`config.mk`:
```
export PLATFORM = sky130hd
export DESIGN_NAME = bcs_top
export DESIGN_NICKNAME = d
export VERILOG_FILES = /design/src/design/bcs_pkg.sv /design/src/design/bcs_top.sv
export SDC_FILE = /design/constraint.sdc
export NUM_CORES = 1
export LEC_CHECK = 0
export ABC_AREA = 1
export BUFFER_PORTS_ARGS = -buffer_cell sky130_fd_sc_hd__buf_4
export CORE_ASPECT_RATIO = 0.6
export CORE_UTILIZATION = 51
export CTS_BUF_LIST = sky130_fd_sc_hd__clkbuf_8 sky130_fd_sc_hd__clkbuf_16
export DETAILED_ROUTE_END_ITERATION = 10
export PLACE_DENSITY_LB_ADDON = 0.2
export SLEW_MARGIN = 20
export SYNTH_ARGS = -nofsm -noshare
export SYNTH_HDL_FRONTEND = slang
export SYNTH_SLANG_ARGS = --single-unit
```
`constraint.sdc`:
```
create_clock -name sys_clk_i -period 2.3 [get_ports sys_clk_i]
set_input_delay 0.46 -clock sys_clk_i [delete_from_list [all_inputs] [get_ports sys_clk_i]]
set_output_delay 0.46 -clock sys_clk_i [all_outputs]
set_load 0.01 [all_outputs]
```
`src/design/bcs_pkg.sv`:
```
// Constants and types for the boot cluster swap and debug access block.
// Assumes a 16-bit flash byte address space with the boot area at zero.
package bcs_pkg;

  // Boot cluster geometry: each cluster spans 4 KB.
  localparam int unsigned BOOT_CLUSTER_BYTES = 4096;
  localparam int unsigned ADDR_W             = 16;
  localparam int unsigned CLUSTER_BIT        = 12;
  localparam logic [15:0] BOOT_AREA_END      = 16'h2000;

  // Program memory size at or below which no swap is offered.
  localparam int unsigned ROM_KB_NO_SWAP = 4;

  // Debug control byte and security identifier locations.
  localparam logic [15:0] OCD_CTRL_ADDR = 16'h0084;
  localparam logic [15:0] OCD_ID_FIRST  = 16'h0085;
  localparam logic [15:0] OCD_ID_LAST   = 16'h008E;
  localparam int unsigned OCD_ID_LEN    = 10;
  localparam int unsigned OCD_EN_BIT    = 0;
  localparam logic [3:0]  LD_IDX_LAST   = 4'hA;
  localparam logic [3:0]  ID_IDX_LAST   = 4'h9;

  // Operating clock choices.
  localparam int unsigned CLK_SRC_W  = 3;
  localparam logic [2:0]  CLK_HOCO   = 3'h0;
  localparam logic [2:0]  CLK_BOARD  = 3'h1;
  localparam logic [2:0]  CLK_EMU_4M = 3'h2;
  localparam logic [2:0]  CLK_EMU_8M = 3'h3;
  localparam logic [2:0]  CLK_EMU_16M = 3'h4;

  // Debug pin indices in the pin vectors.
  localparam int unsigned PIN_CLK_PRI = 0;
  localparam int unsigned PIN_DAT_PRI = 1;
  localparam int unsigned PIN_CLK_ALT = 2;
  localparam int unsigned PIN_DAT_ALT = 3;
  localparam int unsigned PIN_N       = 4;

  // Loader states.
  typedef enum logic [2:0] {
    ST_BOOT,
    ST_ISSUE,
    ST_WAIT,
    ST_TAKE,
    ST_RUN
  } bcs_state_t;

endpackage

```
`src/design/bcs_top.sv`:
```
// Boot cluster swap remapper with debug option loading and pin override.
// Assumes a flash array that returns read data one cycle after the
// registered address, and a nonvolatile swap flag that is stable at reset.
`timescale 1ns/100ps
`default_nettype none

module bcs_top #(
  parameter int unsigned ROM_KB = 8
) (
  input  wire logic        sys_clk_i,
  input  wire logic        rstn_i,
  input  wire logic        nv_swap_i,
  input  wire logic        swap_req_i,
  output logic             nv_wr_o,
  output logic             nv_wr_data_o,
  input  wire logic        cpu_req_i,
  input  wire logic [15:0] cpu_addr_i,
  output logic             flash_req_o,
  output logic [15:0]      flash_addr_o,
  input  wire logic [7:0]  flash_rdata_i,
  output logic             boot_ready_o,
  output logic             swap_active_o,
  input  wire logic        id_start_i,
  input  wire logic        id_valid_i,
  input  wire logic [7:0]  id_byte_i,
  output logic             id_ok_o,
  output logic             dbg_permit_o,
  input  wire logic        dbg_connect_i,
  input  wire logic        pair_sel_i,
  input  wire logic        flash_prog_i,
  input  wire logic [2:0]  clk_req_i,
  input  wire logic        stop_i,
  output logic [2:0]       clk_sel_o,
  output logic             hoco_keep_o,
  input  wire logic        debug_clock_pin_primary_i,
  output logic             debug_clock_pin_primary_o,
  output logic             debug_clock_pin_primary_oe_o,
  input  wire logic        debug_data_pin_primary_i,
  output logic             debug_data_pin_primary_o,
  output logic             debug_data_pin_primary_oe_o,
  input  wire logic        debug_clock_pin_alternate_i,
  output logic             debug_clock_pin_alternate_o,
  output logic             debug_clock_pin_alternate_oe_o,
  input  wire logic        debug_data_pin_alternate_i,
  output logic             debug_data_pin_alternate_o,
  output logic             debug_data_pin_alternate_oe_o,
  input  wire logic [3:0]  user_out_i,
  input  wire logic [3:0]  user_oe_i,
  output logic [3:0]       user_in_o,
  input  wire logic        link_tx_i,
  input  wire logic        link_tx_oe_i,
  output logic             link_clk_o,
  output logic             link_rx_o,
  output logic             dbg_active_o
);

  // Swap is only offered on parts larger than one cluster.
  localparam bit SWAP_OK = (ROM_KB > bcs_pkg::ROM_KB_NO_SWAP);

  // Maps a logical address onto flash; inside the two low clusters the
  // cluster bit flips when swapped, so the debug bytes move too.
  function automatic logic [15:0] remap(input logic [15:0] a,
                                        input logic        sw);
    logic [15:0] r;
    r = a;
    if (sw && (a < bcs_pkg::BOOT_AREA_END)) begin
      r[bcs_pkg::CLUSTER_BIT] = ~a[bcs_pkg::CLUSTER_BIT];
    end
    return r;
  endfunction

  // Loader and swap state.
  bcs_pkg::bcs_state_t st_reg, st_next;
  logic        swap_reg, swap_next;
  logic        pend_reg, pend_next;
  logic        nvwr_reg, nvwr_next;
  logic [3:0]  ld_reg, ld_next;
  logic [7:0]  ctrl_reg, ctrl_next;
  logic [7:0]  id_mem [bcs_pkg::OCD_ID_LEN];
  logic [15:0] faddr_reg, faddr_next;
  logic        freq_reg, freq_next;
  logic        rdy_reg, rdy_next;

  // Identifier check state.
  logic [3:0]  idx_reg, idx_next;
  logic        match_reg, match_next;
  logic        ok_reg, ok_next;
  logic        permit_reg, permit_next;

  // Pin synchronisers: four pins plus the connect detect.
  logic [4:0]  s1_reg, s2_reg, s3_reg, filt_reg, filt_next;

  // Pin mux and clock outputs.
  logic [3:0]  pout_reg, pout_next, poe_reg, poe_next, uin_reg, uin_next;
  logic        lclk_reg, lclk_next, lrx_reg, lrx_next;
  logic        act_reg, act_next;
  logic [2:0]  csel_reg, csel_next;
  logic        keep_reg, keep_next;

  // Next values for swap capture, commit requests and the option loader.
  always_comb begin
    st_next    = st_reg;
    swap_next  = swap_reg;
    pend_next  = pend_reg;
    nvwr_next  = 1'b0;
    ld_next    = ld_reg;
    ctrl_next  = ctrl_reg;
    faddr_next = faddr_reg;
    freq_next  = 1'b0;
    rdy_next   = rdy_reg;
    case (st_reg)
      bcs_pkg::ST_BOOT: begin
        // The stored flag is caught once after reset; later writes wait.
        swap_next = nv_swap_i & SWAP_OK;
        pend_next = nv_swap_i & SWAP_OK;
        ld_next   = 4'h0;
        st_next   = bcs_pkg::ST_ISSUE;
      end
      bcs_pkg::ST_ISSUE: begin
        faddr_next = remap(bcs_pkg::OCD_CTRL_ADDR + {12'h000, ld_reg},
                           swap_reg);
        freq_next  = 1'b1;
        st_next    = bcs_pkg::ST_WAIT;
      end
      bcs_pkg::ST_WAIT: begin
        st_next = bcs_pkg::ST_TAKE;
      end
      bcs_pkg::ST_TAKE: begin
        if (ld_reg == 4'h0) begin
          ctrl_next = flash_rdata_i;
        end
        if (ld_reg == bcs_pkg::LD_IDX_LAST) begin
          rdy_next = 1'b1;
          st_next  = bcs_pkg::ST_RUN;
        end else begin
          ld_next = ld_reg + 4'h1;
          st_next = bcs_pkg::ST_ISSUE;
        end
      end
      bcs_pkg::ST_RUN: begin
        faddr_next = remap(cpu_addr_i, swap_reg);
        freq_next  = cpu_req_i;
      end
      default: begin
        st_next = bcs_pkg::ST_BOOT;
      end
    endcase
    // A request flips the stored flag; the live mapping is untouched.
    if (swap_req_i && SWAP_OK) begin
      pend_next = ~pend_next;
      nvwr_next = 1'b1;
    end
  end

  // Registers for the loader and swap state.
  always_ff @(posedge sys_clk_i or negedge rstn_i) begin
    if (!rstn_i) begin
      st_reg    <= bcs_pkg::ST_BOOT;
      swap_reg  <= 1'b0;
      pend_reg  <= 1'b0;
      nvwr_reg  <= 1'b0;
      ld_reg    <= 4'h0;
      ctrl_reg  <= 8'h00;
      faddr_reg <= 16'h0000;
      freq_reg  <= 1'b0;
      rdy_reg   <= 1'b0;
    end else begin
      st_reg    <= st_next;
      swap_reg  <= swap_next;
      pend_reg  <= pend_next;
      nvwr_reg  <= nvwr_next;
      ld_reg    <= ld_next;
      ctrl_reg  <= ctrl_next;
      faddr_reg <= faddr_next;
      freq_reg  <= freq_next;
      rdy_reg   <= rdy_next;
    end
  end

  // Identifier bytes are kept as read; the array needs no reset.
  always_ff @(posedge sys_clk_i) begin
    if (st_reg == bcs_pkg::ST_TAKE && ld_reg != 4'h0) begin
      id_mem[ld_reg - 4'h1] <= flash_rdata_i;
    end
  end

  // Next values for the identifier comparison and debug permission.
  always_comb begin
    idx_next    = idx_reg;
    match_next  = match_reg;
    ok_next     = ok_reg;
    if (id_start_i) begin
      idx_next   = 4'h0;
      match_next = 1'b1;
      ok_next    = 1'b0;
    end else if (id_valid_i && rdy_reg &&
                 idx_reg <= bcs_pkg::ID_IDX_LAST) begin
      match_next = match_reg & (id_byte_i == id_mem[idx_reg]);
      idx_next   = idx_reg + 4'h1;
      if (idx_reg == bcs_pkg::ID_IDX_LAST) begin
        ok_next = match_next;
      end
    end
    permit_next = rdy_reg & ctrl_reg[bcs_pkg::OCD_EN_BIT] & ok_next;
  end

  // Registers for the identifier check.
  always_ff @(posedge sys_clk_i or negedge rstn_i) begin
    if (!rstn_i) begin
      idx_reg    <= 4'h0;
      match_reg  <= 1'b0;
      ok_reg     <= 1'b0;
      permit_reg <= 1'b0;
    end else begin
      idx_reg    <= idx_next;
      match_reg  <= match_next;
      ok_reg     <= ok_next;
      permit_reg <= permit_next;
    end
  end

  // A level counts once the second and third stages agree.
  always_comb begin
    filt_next = filt_reg;
    for (int i = 0; i <= bcs_pkg::PIN_N; i++) begin
      if (s2_reg[i] == s3_reg[i]) begin
        filt_next[i] = s3_reg[i];
      end
    end
  end

  // Three-stage synchronisers for the pins and the connect detect.
  always_ff @(posedge sys_clk_i or negedge rstn_i) begin
    if (!rstn_i) begin
      s1_reg   <= 5'h00;
      s2_reg   <= 5'h00;
      s3_reg   <= 5'h00;
      filt_reg <= 5'h00;
    end else begin
      s1_reg   <= {dbg_connect_i, debug_data_pin_alternate_i,
                   debug_clock_pin_alternate_i, debug_data_pin_primary_i,
                   debug_clock_pin_primary_i};
      s2_reg   <= s1_reg;
      s3_reg   <= s2_reg;
      filt_reg <= filt_next;
    end
  end

  // Pin ownership, link signals and clock selection.
  always_comb begin
    logic dc;
    logic dd;
    dc = pair_sel_i ? filt_reg[bcs_pkg::PIN_CLK_ALT]
                    : filt_reg[bcs_pkg::PIN_CLK_PRI];
    dd = pair_sel_i ? filt_reg[bcs_pkg::PIN_DAT_ALT]
                    : filt_reg[bcs_pkg::PIN_DAT_PRI];
    act_next  = filt_reg[bcs_pkg::PIN_N] & permit_reg;
    pout_next = user_out_i;
    poe_next  = user_oe_i;
    uin_next  = filt_reg[3:0];
    lclk_next = 1'b0;
    lrx_next  = 1'b0;
    if (act_next) begin
      // The chosen pair belongs to the link; user settings are dropped.
      if (pair_sel_i) begin
        pout_next[bcs_pkg::PIN_CLK_ALT] = 1'b0;
        poe_next[bcs_pkg::PIN_CLK_ALT]  = 1'b0;
        pout_next[bcs_pkg::PIN_DAT_ALT] = link_tx_i;
        poe_next[bcs_pkg::PIN_DAT_ALT]  = link_tx_oe_i;
        uin_next[bcs_pkg::PIN_CLK_ALT]  = 1'b0;
        uin_next[bcs_pkg::PIN_DAT_ALT]  = 1'b0;
      end else begin
        pout_next[bcs_pkg::PIN_CLK_PRI] = 1'b0;
        poe_next[bcs_pkg::PIN_CLK_PRI]  = 1'b0;
        pout_next[bcs_pkg::PIN_DAT_PRI] = link_tx_i;
        poe_next[bcs_pkg::PIN_DAT_PRI]  = link_tx_oe_i;
        uin_next[bcs_pkg::PIN_CLK_PRI]  = 1'b0;
        uin_next[bcs_pkg::PIN_DAT_PRI]  = 1'b0;
      end
      lclk_next = dc;
      lrx_next  = dd;
    end
    // Only the listed sources are legal; anything else falls back.
    case (clk_req_i)
      bcs_pkg::CLK_BOARD,
      bcs_pkg::CLK_EMU_4M,
      bcs_pkg::CLK_EMU_8M,
      bcs_pkg::CLK_EMU_16M: csel_next = clk_req_i;
      default: csel_next = bcs_pkg::CLK_HOCO;
    endcase
    if (flash_prog_i) begin
      csel_next = bcs_pkg::CLK_HOCO;
    end
    keep_next = act_next & stop_i;
  end

  // Registers for the pin mux and clock controls.
  always_ff @(posedge sys_clk_i or negedge rstn_i) begin
    if (!rstn_i) begin
      pout_reg <= 4'h0;
      poe_reg  <= 4'h0;
      uin_reg  <= 4'h0;
      lclk_reg <= 1'b0;
      lrx_reg  <= 1'b0;
      act_reg  <= 1'b0;
      csel_reg <= bcs_pkg::CLK_HOCO;
      keep_reg <= 1'b0;
    end else begin
      pout_reg <= pout_next;
      poe_reg  <= poe_next;
      uin_reg  <= uin_next;
      lclk_reg <= lclk_next;
      lrx_reg  <= lrx_next;
      act_reg  <= act_next;
      csel_reg <= csel_next;
      keep_reg <= keep_next;
    end
  end

  // Outputs come straight from the registers above.
  assign nv_wr_o                        = nvwr_reg;
  assign nv_wr_data_o                   = pend_reg;
  assign flash_req_o                    = freq_reg;
  assign flash_addr_o                   = faddr_reg;
  assign boot_ready_o                   = rdy_reg;
  assign swap_active_o                  = swap_reg;
  assign id_ok_o                        = ok_reg;
  assign dbg_permit_o                   = permit_reg;
  assign clk_sel_o                      = csel_reg;
  assign hoco_keep_o                    = keep_reg;
  assign debug_clock_pin_primary_o      = pout_reg[bcs_pkg::PIN_CLK_PRI];
  assign debug_clock_pin_primary_oe_o   = poe_reg[bcs_pkg::PIN_CLK_PRI];
  assign debug_data_pin_primary_o       = pout_reg[bcs_pkg::PIN_DAT_PRI];
  assign debug_data_pin_primary_oe_o    = poe_reg[bcs_pkg::PIN_DAT_PRI];
  assign debug_clock_pin_alternate_o    = pout_reg[bcs_pkg::PIN_CLK_ALT];
  assign debug_clock_pin_alternate_oe_o = poe_reg[bcs_pkg::PIN_CLK_ALT];
  assign debug_data_pin_alternate_o     = pout_reg[bcs_pkg::PIN_DAT_ALT];
  assign debug_data_pin_alternate_oe_o  = poe_reg[bcs_pkg::PIN_DAT_ALT];
  assign user_in_o                      = uin_reg;
  assign link_clk_o                     = lclk_reg;
  assign link_rx_o                      = lrx_reg;
  assign dbg_active_o                   = act_reg;

endmodule

`default_nettype wire

```
# --- Word-level counts from Yosys, hierarchy flattened ---
# Memory sizes are Yosys's and may differ from the RTL's.
# Cells that the tools add are included.
op_classes:
  n_eq_ne: 17
  n_bitwise: 8
  order_cmp: 3
  n_shift: 0
  div: 0
  reduce_logical: 15
  addsub: 4
  n_mul: 0
  mux: 35
ops:
  columns: ["operator", "count"]
  rows:
  - ["$pmux 16 s2", 1]
  - ["$mux 4", 6]
  - ["$lt 16x14->1 const B", 1]
  - ["$mux 1", 16]
  - ["$pmux 3 s5", 1]
  - ["$lt 9x14->1 const B", 1]
  - ["$eq 3x2->1 const B", 4]
  - ["$mux 2", 6]
  - ["$add 8x4->9 const A", 1]
  - ["$mux 3", 3]
  - ["$add 4x1->4 const B", 2]
  - ["$eq 4x4->1 const B", 2]
  - ["$eq 8x8->1", 1]
  - ["$pmux 4 s2", 1]
  - ["$eq 3x1->1 const B", 2]
  - ["$eq 3x3->1 const B", 2]
  - ["$reduce_and 2->1", 3]
  - ["$reduce_bool 2->1", 3]
  - ["$and 1x1->1", 5]
  - ["$eq 1x1->1", 5]
  - ["$logic_and 1x1->1", 5]
  - ["$le 4x4->1 const B", 1]
  - ["$logic_not 4->1", 1]
  - ["$reduce_bool 4->1", 1]
  - ["other kinds (7)", 8]
word_totals:
  latch_bits: 0
  mem_bits_ro: 0
  ram_bits: 80
  memories: 1
  word_cells: 112
  ff_bits: 75
memory_table:
  columns: ["memory", "words", "word_bits", "rd", "rd_ports_with_merged_regs", "wr", "line", "text"]
  rows:
  - ["id_mem", 10, 8, 1, 0, 1, "bcs_top.sv:79", "logic [7:0] id_mem [bcs_pkg::OCD_ID_LEN];"]

# --- Logic depth before layout (Yosys ltp) ---
# An unclocked memory read counts as a cell.
logic_depth:
  word_depth: 7
  depth_mapped: 18
  depth_no_buf: 16

# --- Worst setup path after synthesis ---
# OpenSTA, ideal clock, no wires.
synth_timing:
  path_type: "reg2reg"
  start: "register ld_reg[0]"
  end: "memory id_mem[7][0] (enable)"
  setup_time_ns: 0.383
  synth_period_minus_slack_ns: 2.205
  slack_ns: 0.095
  arrival_ns: 1.822
  stages_incl_launch_ff: 6
  cell_sequence: "dfrtp_1 -> inv_1 -> ha_1 -> xnor2_1 -> or2_2 -> nor3_1"
synth_via:
  elab_chain_len: 4
synth_rtl:
  columns: ["item", "line", "text"]
  rows:
  - ["start, declared", "bcs_top.sv:77", "logic [3:0] ld_reg, ld_next;"]
  - ["start signal, assigned", "bcs_top.sv:172", "ld_reg <= ld_next;"]
  - ["$reduce_bool 4->1", "bcs_top.sv:182", "if (st_reg == bcs_pkg::ST_TAKE && ld_reg != 4'h0) begin"]
  - ["$logic_and 1x1->1", "bcs_top.sv:182", null]
  - ["$mux 1", "bcs_top.sv:182", null]
  - ["$mux 1 (implied by the code)", "bcs_top.sv:183", "id_mem[ld_reg - 4'h1] <= flash_rdata_i;"]
  - ["end, declared", "bcs_top.sv:79", null]
# Several ways; a longest one is shown, not always the timed one.

# --- Worst setup path in the final report ---
layout_timing:
  start: "register ld_reg[2]"
  end: "memory id_mem[6][7] (enable)"
# The elaborated chain is that of the path after synthesis.

==> reports/metrics.yaml <==
routedWlPerCell_um: 16.5
drt-initial-drc-count: 454
cp.required_ps: 2440
place_area_sq_um: 7390
grt_max_degree: 48
yosys.area.top_type: "edfxtp_1"
synth_area_per_cell_sq_um: 10.5
timing.critical_path.buf_inv: 3
critical_path_peak_fanout: 8
fin_area_sq_um: 7990
clock_skew_ps: 11.4
synth-edff-count: 80
grt_pass1_wl_um: 23800
antennaDiodeCount: 0
gr-usage-all-layers: 0.250
grt_pass1_vias: 4460
die_w_um: 146
rsz0062_at_grt: "no"
htreeDepth: 4
final_nets: 798
drcViolationCount: 0
wirelength_um: 14900
p_comb_frac: 0.078
worstPathArrival_ps: 2160
ys_types: 30
fin_total_pwr_mw: 6.28
p_int_mw: 4.67
syn_nets: 677
drive_gt1_frac: 0.211
ant_nets: 0
ys_seq_elements: 155
vias_per_cell: 5.09
p_per_area_nw_per_um2: 786
pwr-share-seq: 0.482
finalSetupViolCount: 0
hp-class: "primary input to asynchronous set/reset pin"
ctsHoldBuffers: 0
synth_cells: 605
p_leak_nw: 3.70
slowest_stage: "dfrtp_1"
place_congestion: 0.874
cts.repair.resized: 0
fin_crit_sh: 0.881
areaGrowthSynthToFinish_pct: 25.2
std_cell_rows: 31
end_kind: "flip-flop"
violations: "negative hold slack"
ios: 102
yosys_most_used_dff: "edfxtp_1"
synth_top_cell_area_share: 0.376
post-dp-hpwl_um: 10500
maxCapViolations: 0
largest-register: "id_mem"
overflow: 0
path_common_cell: "inv_1"
path_cells: "inv_1 -> nand3_1 -> xor2_1 -> inv_1 -> or2_2 -> nor3_1 -> buf_4"
die_y_um: 88.6
pwr-share-clk: 0.440
clk_pin_slew_ps: 70
max-slew-margin-rel: 0.652
syn_area_sq_um: 6380
tns_ps: 0
hold_viol_final: 5
startpoint_type: "flip-flop"
yosysSeqAreaShare: 0.671
firstDrtPassIters: 5
largest_reg_flops: 80
clock_latency_ps: 430
fmax_ghz: 0.493
port_buffers: 101
yosys_warnings: 0
cts_tree: "done"
route.vias.total: 4601
outcome: "finished with violations"
ir_drop_v: 0.000561
critical-path-top-delay-family: "simple AND/OR/NAND/NOR gates"
holdWs_ps: -5.22
power.switching_mw: 1.60
max_stage_delay_ps: 480
tightest_slew_ps: 523
numCtsBuffers: 17
post_cts_buffers: 0
p_sw_frac: 0.255
root_buffer: "clkbuf_16"
async_reset_ff_frac: 0.484
r2r_setup_slack_ps: 270
core-area_sq_um: 12100
period_minus_slack_ps: 2030
drv_slew: 0
path_class: "flip-flop to flip-flop"
cts_sinks: 155
antenna_found_initial: 0
synth.area.top_cells: "edfxtp_1 (38%), dfrtp_1 (29%), nand2_1 (10%)"
fp.dieArea_sq_um: 13000
start_util: 0.526
cts_max_path_buffers: 2
==> cell families (layout without fill, tap and decap cells) <==
family | Yosys count | after routing | synth area share
AOI/OAI and AO/OA | 53 | 53 | 0.0490
xor gates and xnor gates | 4 | 4 | 0.00549
adders and majority gates | 17 | 17 | 0.0314
buffers and inverters | 93 | 227 | 0.0606
DFF | 155 | 155 | 0.671
and+or+nand+nor | 283 | 283 | 0.183
==> through the flow <==
step / worst slack (ps) / util / cells / hold slack, ps
2_1_floorplan: 95.1 / - / 605 / 164
3_3_place_gp: 324 / 0.609 / 872 / 332
3_5_place_dp: 321 / 0.609 / 872 / 337
4_1_cts: 290 / 0.658 / 904 / 9.11
5_1_grt: 77.6 / 0.658 / 904 / 32.6
6_report: 273 / 0.658 / 904 / -5.22
==> final timing paths <==
kind | cells past startpoint | startpoint | end
worst min-delay path | 1 | rstn_i | flash_addr_o[12]
min in group sys_clk_i | 1 | debug_data_pin_alternate_i | s1_reg[3]
worst max-delay path | 7 | ld_reg[2] | id_mem[6][7]
worst min register to register | 0 | s1_reg[2] | s2_reg[2]
max in group asynchronous | 2 | rstn_i | idx_reg[0]
worst max register to register | 7 | ld_reg[2] | id_mem[6][7]
==> power by group through the flow <==
stage               clock network (mW)  logic (mW)  registers, mW
floorplan                            0       0.216           3.10
global placement                     0       0.478           3.08
detailed placement                   0       0.488           3.08
CTS                               2.80       0.492           3.03
global route                      2.92       0.548           3.03
finish                            2.76       0.490           3.03
==> metal layers <==
layer  vias up  part of all wire  GRT usage  wire, um
met1      2168              0.47      0.367      7030
met3        15             0.095     0.0758      1420
li1       2222                 -          -         -
met5         -                 0          0         0
met2       196              0.42      0.357      6340
met4         0             0.010     0.0805       156
==> placed cells by master, fill, tap and decap left out, drive strengths merged <==
cell type and count:
xor2 2, nor4 1, dfrtp 75, clkinv 5, a22o 6, a211oi 1
a21oi 6, nand4 2, or2 1, nor3 6, nand3b 7, o22a 1
buf 119, nor2 51, ha 12, xnor2 2, maj3 5, edfxtp 80
nand3 45, inv 86, o211ai 7, a31oi 1, nand2 170, clkbuf 17
o21ai 31
==> cell type report <==
| class | instances | area, sq um |
|---|---|---|
| Clock buffer | 17 | 425 |
| Clock inverter | 15 | 169 |
| Fill cell | 934 | 4150 |
| Inverter | 76 | 285 |
| Multi-Input combinational cell | 357 | 1720 |
| Sequential cell | 155 | 4280 |
| Tap cell | 165 | 206 |
| Timing Repair Buffer | 119 | 906 |
==> cells in the mapped netlist, drive strengths merged, types with 7 or more instances <==
| master | count |
|---|---|
| nand3b | 7 |
| inv | 75 |
| nor2 | 51 |
| o211ai | 7 |
| dfrtp | 75 |
| o21ai | 31 |
| ha | 12 |
| buf | 13 |
| nand2 | 170 |
| nand3 | 45 |
| edfxtp | 80 |
(Power assumes the default switching activity.)
